===== config.mk =====
export PLATFORM = sky130hd
export DESIGN_NAME = excite_phase_gen
export DESIGN_NICKNAME = d
export VERILOG_FILES = /design/src/acx_pkg.sv /design/src/acx_phase_gen.sv /design/src/acx_sync.sv
export SDC_FILE = /design/constraint.sdc
export NUM_CORES = 1
export LEC_CHECK = 0
export BUFFER_PORTS_ARGS = -buffer_cell sky130_fd_sc_hd__buf_2
export CORE_ASPECT_RATIO = 0.5
export CORE_MARGIN = 1.5
export CORE_UTILIZATION = 40
export CTS_BUF_LIST = sky130_fd_sc_hd__clkbuf_16
export CTS_CLUSTER_DIAMETER = 80
export DETAILED_ROUTE_END_ITERATION = 6
export GPL_TIMING_DRIVEN = 1
export HOLD_SLACK_MARGIN = 0.15
export PLACE_DENSITY = 0.63
export SLEW_MARGIN = 0
export SYNTH_ARGS = -nofsm -noshare
export SYNTH_HDL_FRONTEND = slang
export SYNTH_HIERARCHICAL = 1
export SYNTH_SLANG_ARGS = --single-unit

===== constraint.sdc =====
create_clock -name core_clk -period 2 [get_ports core_clk]
set_input_delay 0.1 -clock core_clk [delete_from_list [all_inputs] [get_ports core_clk]]
set_output_delay 0.1 -clock core_clk [all_outputs]
set_load 0.01 [all_outputs]

===== src/acx_pkg.sv =====
package excite_pkg;
   // Idle levels while excitation is off
   localparam logic PHASE_A_IDLE = 1'h1;
   localparam logic PHASE_B_IDLE = 1'h0;
   // Width of the enable and toggle-request synchronisers
   localparam int SYNC_STAGES = 2;
   // Master clock period in ns; dead interval is one period
   localparam int CLK_PERIOD_NS = 40;
   localparam int DEAD_TIME_NS = 40;
   localparam int DEAD_CYCLES = (DEAD_TIME_NS + CLK_PERIOD_NS - 1) / CLK_PERIOD_NS;
endpackage


===== src/acx_phase_gen.sv =====
`timescale 1ns/1ps
module excite_phase_gen
   import excite_pkg::*;
(
   // Clock and reset
   input wire logic core_clk,
   input wire logic rstn,
   // Control from the conversion logic (pins, other timing)
   input wire logic ac_excitation_enable,
   input wire logic toggle_req,
   // Bridge switch drives
   output logic excitation_phase_a,
   output logic excitation_phase_a_n,
   output logic excitation_phase_b,
   output logic excitation_phase_b_n
);
   // One request: normal, then dead, then reversed; the next one walks back.
   // Dead opens both switches for DEAD_CYCLES clocks, so the bridge supply
   // never sees a and b closed together.
   // The toggle input is a level: each change, either way, asks for one flip.
   // Requests that land while dead runs are dropped, so space them two
   // clocks apart or more.
   // Disabling from reversed takes the dead path as well, so b is low before
   // a returns high; disabling from normal moves no pin.
   // Both controls are synchronised, so pins follow an input three clocks late.

   // One-hot states; any other code is treated as illegal
   typedef enum logic [3:0] {
      ST_IDLE = 4'h1,
      ST_NORMAL = 4'h2,
      ST_DEAD = 4'h4,
      ST_REVERSED = 4'h8
   } state_t;

   state_t state_q, state_d;
   state_t target_q, target_d;
   logic enable_s;
   logic toggle_s;
   logic toggle_prev_q;
   logic toggle_edge;
   logic [7:0] dead_cnt_q;
   logic dead_done;
   // Next drive levels and the four pin flops
   logic phase_a_d, phase_b_d;
   logic phase_a_q, phase_b_q;
   logic phase_a_n_q, phase_b_n_q;

   // Both controls may come from outside this clock
   excite_sync u_sync_en (
      .core_clk(core_clk),
      .rstn(rstn),
      .async_in(ac_excitation_enable),
      .sync_out(enable_s)
   );

   // Toggle level; every change, either way, is one request
   excite_sync u_sync_tg (
      .core_clk(core_clk),
      .rstn(rstn),
      .async_in(toggle_req),
      .sync_out(toggle_s)
   );

   // Each request edge seen in normal or reversed flips the polarity once; edges in idle or dead are lost
   always_ff @(posedge core_clk or negedge rstn)
   begin
      if (!rstn)
         toggle_prev_q <= 1'h0;
      else
         toggle_prev_q <= toggle_s;
   end

   assign toggle_edge = toggle_s ^ toggle_prev_q;

   // Polarity sequencer: every change passes through the dead state
   always_comb
   begin
      state_d = state_q;
      target_d = target_q;
      unique case (state_q)
         ST_IDLE:
         begin
            // Idle and normal share levels, so enabling moves no pin
            if (enable_s)
               state_d = ST_NORMAL;
         end
         ST_NORMAL:
         begin
            // Disable from normal needs no dead cycle; a is already high
            if (!enable_s)
               state_d = ST_IDLE;
            else if (toggle_edge)
            begin
               state_d = ST_DEAD;
               target_d = ST_REVERSED;
            end
         end
         ST_REVERSED:
         begin
            // Disable also goes through dead so b falls before a rises
            if (!enable_s || toggle_edge)
            begin
               state_d = ST_DEAD;
               target_d = enable_s ? ST_NORMAL : ST_IDLE;
            end
         end
         ST_DEAD:
         begin
            // Requests seen here are dropped; the caller must space them
            if (dead_done)
               state_d = enable_s ? target_q : ST_IDLE;
         end
         default:
            // Illegal code: recover to the idle levels
            state_d = ST_IDLE;
      endcase
   end

   // State and the pending target move together
   always_ff @(posedge core_clk or negedge rstn)
   begin
      if (!rstn)
      begin
         state_q <= ST_IDLE;
         target_q <= ST_NORMAL;
      end
      else
      begin
         state_q <= state_d;
         target_q <= target_d;
      end
   end

   // Dead interval length in master clocks
   always_ff @(posedge core_clk or negedge rstn)
   begin
      if (!rstn)
         dead_cnt_q <= 8'h00;
      else if (state_q == ST_DEAD)
         dead_cnt_q <= dead_cnt_q + 8'h01;
      else
         dead_cnt_q <= 8'h00;
   end

   // Last dead cycle; an equality test never degenerates into a constant
   assign dead_done = (dead_cnt_q == 8'(DEAD_CYCLES - 1));

   // Drive levels for the coming cycle, decoded from the next state
   always_comb
   begin
      phase_a_d = PHASE_A_IDLE;
      phase_b_d = PHASE_B_IDLE;
      unique case (state_d)
         ST_IDLE:
         begin
            phase_a_d = PHASE_A_IDLE;
            phase_b_d = PHASE_B_IDLE;
         end
         ST_NORMAL:
         begin
            phase_a_d = 1'h1;
            phase_b_d = 1'h0;
         end
         ST_REVERSED:
         begin
            phase_a_d = 1'h0;
            phase_b_d = 1'h1;
         end
         ST_DEAD:
         begin
            // Both switches open: break before make
            phase_a_d = 1'h0;
            phase_b_d = 1'h0;
         end
         default:
         begin
            // Corrupt code opens both switches rather than risk a short
            phase_a_d = 1'h0;
            phase_b_d = 1'h0;
         end
      endcase
   end

   // Phase a and its complement load together, so they never disagree
   always_ff @(posedge core_clk or negedge rstn)
   begin
      if (!rstn)
      begin
         phase_a_q <= PHASE_A_IDLE;
         phase_a_n_q <= ~PHASE_A_IDLE;
      end
      else
      begin
         phase_a_q <= phase_a_d;
         phase_a_n_q <= ~phase_a_d;
      end
   end

   // Phase b pair, same scheme
   always_ff @(posedge core_clk or negedge rstn)
   begin
      if (!rstn)
      begin
         phase_b_q <= PHASE_B_IDLE;
         phase_b_n_q <= ~PHASE_B_IDLE;
      end
      else
      begin
         phase_b_q <= phase_b_d;
         phase_b_n_q <= ~phase_b_d;
      end
   end

   // Pins come straight from flops; a decode glitch never reaches a switch
   // and each complement is an exact inverse at every edge
   assign excitation_phase_a = phase_a_q;
   assign excitation_phase_a_n = phase_a_n_q;
   assign excitation_phase_b = phase_b_q;
   assign excitation_phase_b_n = phase_b_n_q;
endmodule


===== src/acx_sync.sv =====
`timescale 1ns/1ps
module excite_sync
   import excite_pkg::*;
(
   // Clock and reset
   input wire logic core_clk,
   input wire logic rstn,
   // Asynchronous level in, synchronised level out
   input wire logic async_in,
   output logic sync_out
);
   logic [SYNC_STAGES-1:0] stage_q;

   // Two-flop chain; only the last stage is read
   always_ff @(posedge core_clk or negedge rstn)
   begin
      if (!rstn)
         stage_q <= '0;
      else
         stage_q <= {stage_q[SYNC_STAGES-2:0], async_in};
   end

   assign sync_out = stage_q[SYNC_STAGES-1];
endmodule


* Word-level counts from Yosys, hierarchy flattened *
Index checks and enable logic that the tools add are counted.

storage, ports and cells
  register bits after elaboration = 25
  memory bits (read-only) = 0
  RAM bits = 0
  input bits = 4
  word-level logic and storage cells = 45
  latch bits = 0
  memories kept = 0

operators by class
  mux-type cells = 15
  order comparisons = 0
  reduce and logical (&&, ||, !) cells = 6
  equal/unequal tests = 10
  bitwise operators = 3
  divide/modulo/power cells = 0
  shift-type cells = 0
  $add $sub $neg = 1
  multiply operators = 0

operator list
  operator                                                         number
  4-bit 2-to-1 mux                                                 9
  4-bit case mux with 4 select lines                               1
  8-bit by 1-bit adder with 8-bit output, second input constant    1
  4-bit by 1-bit == test with 1-bit output, second input constant  2
  4-bit by 2-bit == test with 1-bit output, second input constant  2
  4-bit == test, second input constant                             2
  8-bit logical NOT                                                1
  8-bit 2-to-1 mux                                                 1
  4-bit case mux with 2 select lines                               1
  4-bit by 3-bit == test with 1-bit output, second input constant  1
  2-bit != test, second input constant                             2
  4-bit AND reduction                                              1
  1-bit 2-to-1 mux                                                 2
  2-bit 2-to-1 mux                                                 1
  2-bit by 1-bit != test with 1-bit output, second input constant  1
  1-bit NOT                                                        2
  2-bit nonzero test                                               1
  2-bit OR reduction                                               1
  1-bit logical NOT                                                1
  1-bit logical OR                                                 1
  1-bit XOR                                                        1

* Depth between registers and ports, before layout *
  depth in word-level cells = 8
  gate-level depth with buffers = 6

* Cells and area by module *
The synthesis kept the hierarchy.

by module, submodules not included
  module            times used  seq. area each (sq um)  area each (sq um)  cells each
  excite_phase_gen  1           505.5                   1068.5             101
  excite_sync       2           50.0                    50.0               2

* Least setup slack after synthesis *
OpenSTA, ideal clock, no wires.

  path kind = reg-to-reg
  start point = reg state_q[1]
  end point = reg phase_b_n_q, in the netlist excitation_phase_b_n
  path slack = 0.337 ns
  arrival = 1.575 ns
  required time = 1.912 ns
  path buffers = 1
  clock period less this slack = 1.663 ns
  library setup time = 0.088 ns
  stages on the path, launching flop included = 7
  path through = dfrtp_1 buf_6 nor2_1 nand3_1 o31ai_1 nand2_1 or3_1

between the ends
  cells in the longest elaborated chain, start to end = 6
  elaborated cells on any way between the ends = 13

RTL lines
  element                                 line                  source
  start, declared                         acx_phase_gen.sv:35   state_t state_q, state_d;
  start signal, assigned                  acx_phase_gen.sv:129  state_q <= state_d;
  4-bit 2-to-1 mux                        acx_phase_gen.sv:92   else if (toggle_edge)
  4-bit 2-to-1 mux                        acx_phase_gen.sv:90   if (!enable_s)
  4-bit case mux with 4 select lines (*)  acx_phase_gen.sv:80   unique case (state_q)
  4-bit == test (*)                       acx_phase_gen.sv:153  unique case (state_d)
  1-bit 2-to-1 mux (*)                    acx_phase_gen.sv:153
  1-bit NOT (*)                           acx_phase_gen.sv:210  phase_b_n_q <= ~phase_b_d;
  end signal, assigned                    acx_phase_gen.sv:205  phase_b_n_q <= ~PHASE_B_IDLE;
  end signal, assigned                    acx_phase_gen.sv:210
  end, declared                           acx_phase_gen.sv:46   logic phase_a_n_q, phase_b_n_q;

Every way passes the cells marked *; elsewhere a longest branch is shown, timed or not.
A chain may end at the register's enable or synchronous reset.

* Final worst setup path *
  start point = reg toggle_prev_q
  end point = reg phase_a_q, in the netlist excitation_phase_a

between the ends
  cells in the longest elaborated chain, start to end = 7
  elaborated cells on any way between the ends = 10

RTL lines
  element                                                                                                      line                                       source
  start, declared                                                                                              acx_phase_gen.sv:39                        logic toggle_prev_q;
  start signal, assigned                                                                                       acx_phase_gen.sv:70                        toggle_prev_q <= toggle_s;
  1-bit XOR (*)                                                                                                acx_phase_gen.sv:73                        assign toggle_edge = toggle_s ^ toggle_prev_q;
  4-bit 2-to-1 mux / 1-bit logical OR (equally long branches)                                                  acx_phase_gen.sv:92, acx_phase_gen.sv:101
  4-bit 2-to-1 mux, on equally long branches                                                                   acx_phase_gen.sv:90, acx_phase_gen.sv:101
  4-bit case mux with 4 select lines (*)                                                                       acx_phase_gen.sv:80
  net state_d[1]                                                                                               acx_phase_gen.sv:35
  4-bit by 2-bit == test with 1-bit output / 4-bit by 1-bit == test with 1-bit output (equally long branches)  acx_phase_gen.sv:153
  2-bit OR reduction (no source line) (*)                                                                      --
  1-bit 2-to-1 mux (*)                                                                                         acx_phase_gen.sv:153
  net phase_a_d                                                                                                acx_phase_gen.sv:44                        logic phase_a_d, phase_b_d;
  end signal, assigned                                                                                         acx_phase_gen.sv:194                       phase_a_q <= phase_a_d;
  end, declared                                                                                                acx_phase_gen.sv:45                        logic phase_a_q, phase_b_q;

Mark *: on every way through the listed nets, which the timed path passes. The rest lies on a longest branch.

==> results by group <==
Floorplanning
  – Die ar.: 3270 um^2
  – Die Width: 79.4 um
  – Initial core utilization: 43.5%
  – Row count: 13
  – Io pins: 8
  – Die Ht: 41.2 um
  – Core ar.: 2680 um^2

CTS
  – Cts bufs inserted: 3
  – CTS tree: yes
  – CTS Buffer Depth: 2
  – Hold-fix buffer count after cts: 3
  – CTS clock-pin slew for the worst setup and hold paths: 60 ps
  – Clock sink total: 24
  – Setup bufs post-CTS: 0
  – Clock Latency Late Sink: 250 ps
  – H-tree depth: 1
  – Quantity of gates resized following cts: 0
  – Root buf cell: clkbuf_16

Timing
  – RSZ-0062 raised after global routing: no
  – Maximum clock rate: 552 MHz
  – Slew @ Worst Pin: 551 ps
  – Hold WS: around 350 ps
  – Headroom to the max-slew limit: 63.0%
  – Final hold vios: 0
  – Post-route clock period utilization: 90.5%
  – Clock Skew: 1.52 ps
  – Post-layout min period: between 1500 and 2000 ps
  – Final max-slew violation count: 0
  – Final setup fails: 0
  – Setup_tns: 0 ps

Flow run
  – Max-Cap Viols: 0

Yosys
  – Synth top area share: around 43%
  – Netlist cell types: 33
  – Synth warn: 6
  – Seq/Total Area, Yosys: 51.8%
  – Mapped Cells: 105
  – Synth area leaders: dfrtp_1, dfstp_2, xor2_1
  – Syn nets: 111
  – Syn_area_per_cell: 11.1 um^2
  – Register bit total from synthesis: 24
  – Dominant cell type by area after synthesis: dfrtp_1
  – Mapped Area: 1170 um^2

Final layout
  – Share of cells above drive strength 1: 19.5%
  – Most frequent cells in the layout: dfrtp_1, nor2_1, nand3_1
  – Commonest non-fill, non-tap cell in the layout: dfrtp_1
  – FILL cells: between 200 and 300
  – Final instance area: 1350 um^2
  – Layout net count: about 130
  – Final non-filler cell total: 155
  – Area grow syn2layout: 15.2%
  – Inserted Diodes: 0

Placed design
  – Inst Count DP: 148
  – RD Place Congestion: 0.828
  – Port-buffer cells: 7
  – Dpl hpwl: 1.48 mm
  – Placed cell area: 1240 um^2

Route
  – WL per Instance: 13.3 um
  – Total routed wirelength: 2.07 mm
  – Initial DRC Count: 56
  – ANT nets after route: 0
  – Via count: 788
  – TritonRoute pass-1 iters: 4
  – Residual DRC: 0
  – Vias per cell: 5.08

Power and ir drop
  – P_sw: 310 uW
  – P_leak: 0.579 nW
  – Comb pwr share: 15.6%
  – Internal power: about 900 uW
  – Clk pwr share: 35.0%
  – PwrDens: 898 nW/um^2
  – Pwr Total: around 1.2 mW
  – Sequential power share: 49.4%
  – Sw Share: 25.6%
  – Worst IR Drop VDD: 400 uV

Worst hold path
  – Min-delay worst type: reg2reg
  – Hold EP: u_sync_en/stage_q[1]$_DFF_PN0_
  – Hold Path Cell Cnt: 0
  – Hold Crit Start: u_sync_en/stage_q[0]$_DFF_PN0_

Critical path
  – Path type of the worst setup path: reg2reg
  – CP startpoint kind: flip-flop
  – R2R Setup Slk: 190 ps
  – Required time of the critical path: between 2000 and 2500 ps
  – Critical Path End Type: flip-flop
  – Crit Reg-Reg Endpoint: excitation_phase_a$_DFF_PN1_
  – R2R depth: 5
  – Crit path DAT: between 2000 and 2500 ps
  – Worst r2r src: toggle_prev_q$_DFF_PN0_
  – Critical-path maximum fanout: 6

Global route
  – First-pass GRT wire length: approximately 3.6 mm
  – Gr usage total: 15.5%
  – Total grt overflow: 0
  – Initial antenna violation count: 0
  – Vias in the first global route: 758
  – Largest net degree at the start of global routing: 25

Outcome
  – Status: finished, final reports clean
power by group through the flow:
stage / Clock, mW / Sequential, mW / Combinational (mW)
6_report: 0.423 / 0.597 / 0.189
5_1_grt: 0.466 / 0.605 / 0.206
4_1_cts: 0.440 / 0.597 / 0.191
3_5_place_dp: 0 / 0.605 / 0.185
3_3_place_gp: 0 / 0.606 / 0.184
2_1_floorplan: 0 / 0.579 / 0.172
state kept, by name, indices dropped and copies added, names as in the netlist:
signal and count:
state_q 4, u_sync_en/stage_q 2, excitation_phase_b 1, toggle_prev_q 1, excitation_phase_a_n 1, excitation_phase_a 1
u_sync_tg/stage_q 2, dead_cnt_q 8, excitation_phase_b_n 1, target_q 3
per-layer routing:
| layer | global-route usage (%) | share of wire, % |
|---|---|---|
| met3 | 4.89 | 3.3 |
| met4 | 5.26 | 1.0 |
| met1 | 19.6 | 50 |
| met2 | 26.3 | 46 |
| met5 | 0 | 0 |
metrics by stage:
step / setup slack [ps] / util (%)
global route: 54.7 / 50.2
detailed placement: 217 / 46.1
floorplan: 337 / -
CTS: 204 / 50.2
global placement: 220 / 46.1
finish: 190 / 50.2
logic make-up (layout without fill, tap and decap cells):
| kind of cell | count (synthesis) | count (layout) | synth area share (%) |
|---|---|---|---|
| DFF | 24 | 24 | 51.8 |
| and+or+nand+nor | 46 | 46 | 24.3 |
| adders and majority gates | 2 | 2 | 2.14 |
| xor gates and xnor gates | 8 | 8 | 6.00 |
| buffers and inverters | 10 | 23 | 4.92 |
| AOI/OAI and AO/OA | 15 | 15 | 10.8 |
worst max-delay path by stage:
stage / from / to / slack (ps) / cells after the start
global route: dead_cnt_q[5]$_DFF_PN0_ / excitation_phase_b_n$_DFF_PN1_ / 50 / 5
global placement: state_q[1]$_DFF_PN0_ / excitation_phase_a_n$_DFF_PN0_ / 220 / 5
floorplan: state_q[1]$_DFF_PN0_ / excitation_phase_b_n$_DFF_PN1_ / 340 / 6
finish: toggle_prev_q$_DFF_PN0_ / excitation_phase_a$_DFF_PN1_ / 190 / 5
CTS: u_sync_tg/stage_q[1]$_DFF_PN0_ / excitation_phase_a_n$_DFF_PN0_ / 200 / 5
detailed placement: u_sync_tg/stage_q[1]$_DFF_PN0_ / excitation_phase_a_n$_DFF_PN0_ / 220 / 5
worst max-delay path, cell delays in order, from the launching register on:
cell	delay (ps)
dfrtp_1	370
xnor2_1	470
a21oi_1	200
o32ai_4	300
xor2_1	220
and3_1	180
layout make-up:
cell class	count	area [um^2]	area share [%]
Sequential cell	24	606	45.0
Multi-Input combinational cell	71	505	37.5
Timing Repair Buffer	13	87.6	6.51
Clock buffer	3	75.1	5.58
Tap cell	37	46.3	3.44
Inverter	6	22.5	1.67
Clock inverter	1	3.75	0.279
cell usage after synthesis:
cell type,instances
or3_1,1
a211oi_1,1
xor2_1,6
buf_2,1
o21ai_0,3
o32ai_1,1
nand3_1,8
nand2_1,6
o41ai_1,1
nor2b_1,2
a21oi_1,4
nor3_1,2
o32ai_2,1
inv_1,6
and2_2,1
buf_4,1
a22oi_1,2
dfstp_2,4
and2b_1,1
dfrtp_1,20
nor4b_4,1
nand4_4,1
o31ai_1,1
and3_1,3
nor2_1,12
xnor2_1,2
ha_1,2
o32ai_4,1
nand3b_1,3
buf_6,2
nor4_4,1
nand2b_1,3
nor4_1,1
Power figures use the tool's default switching activity.
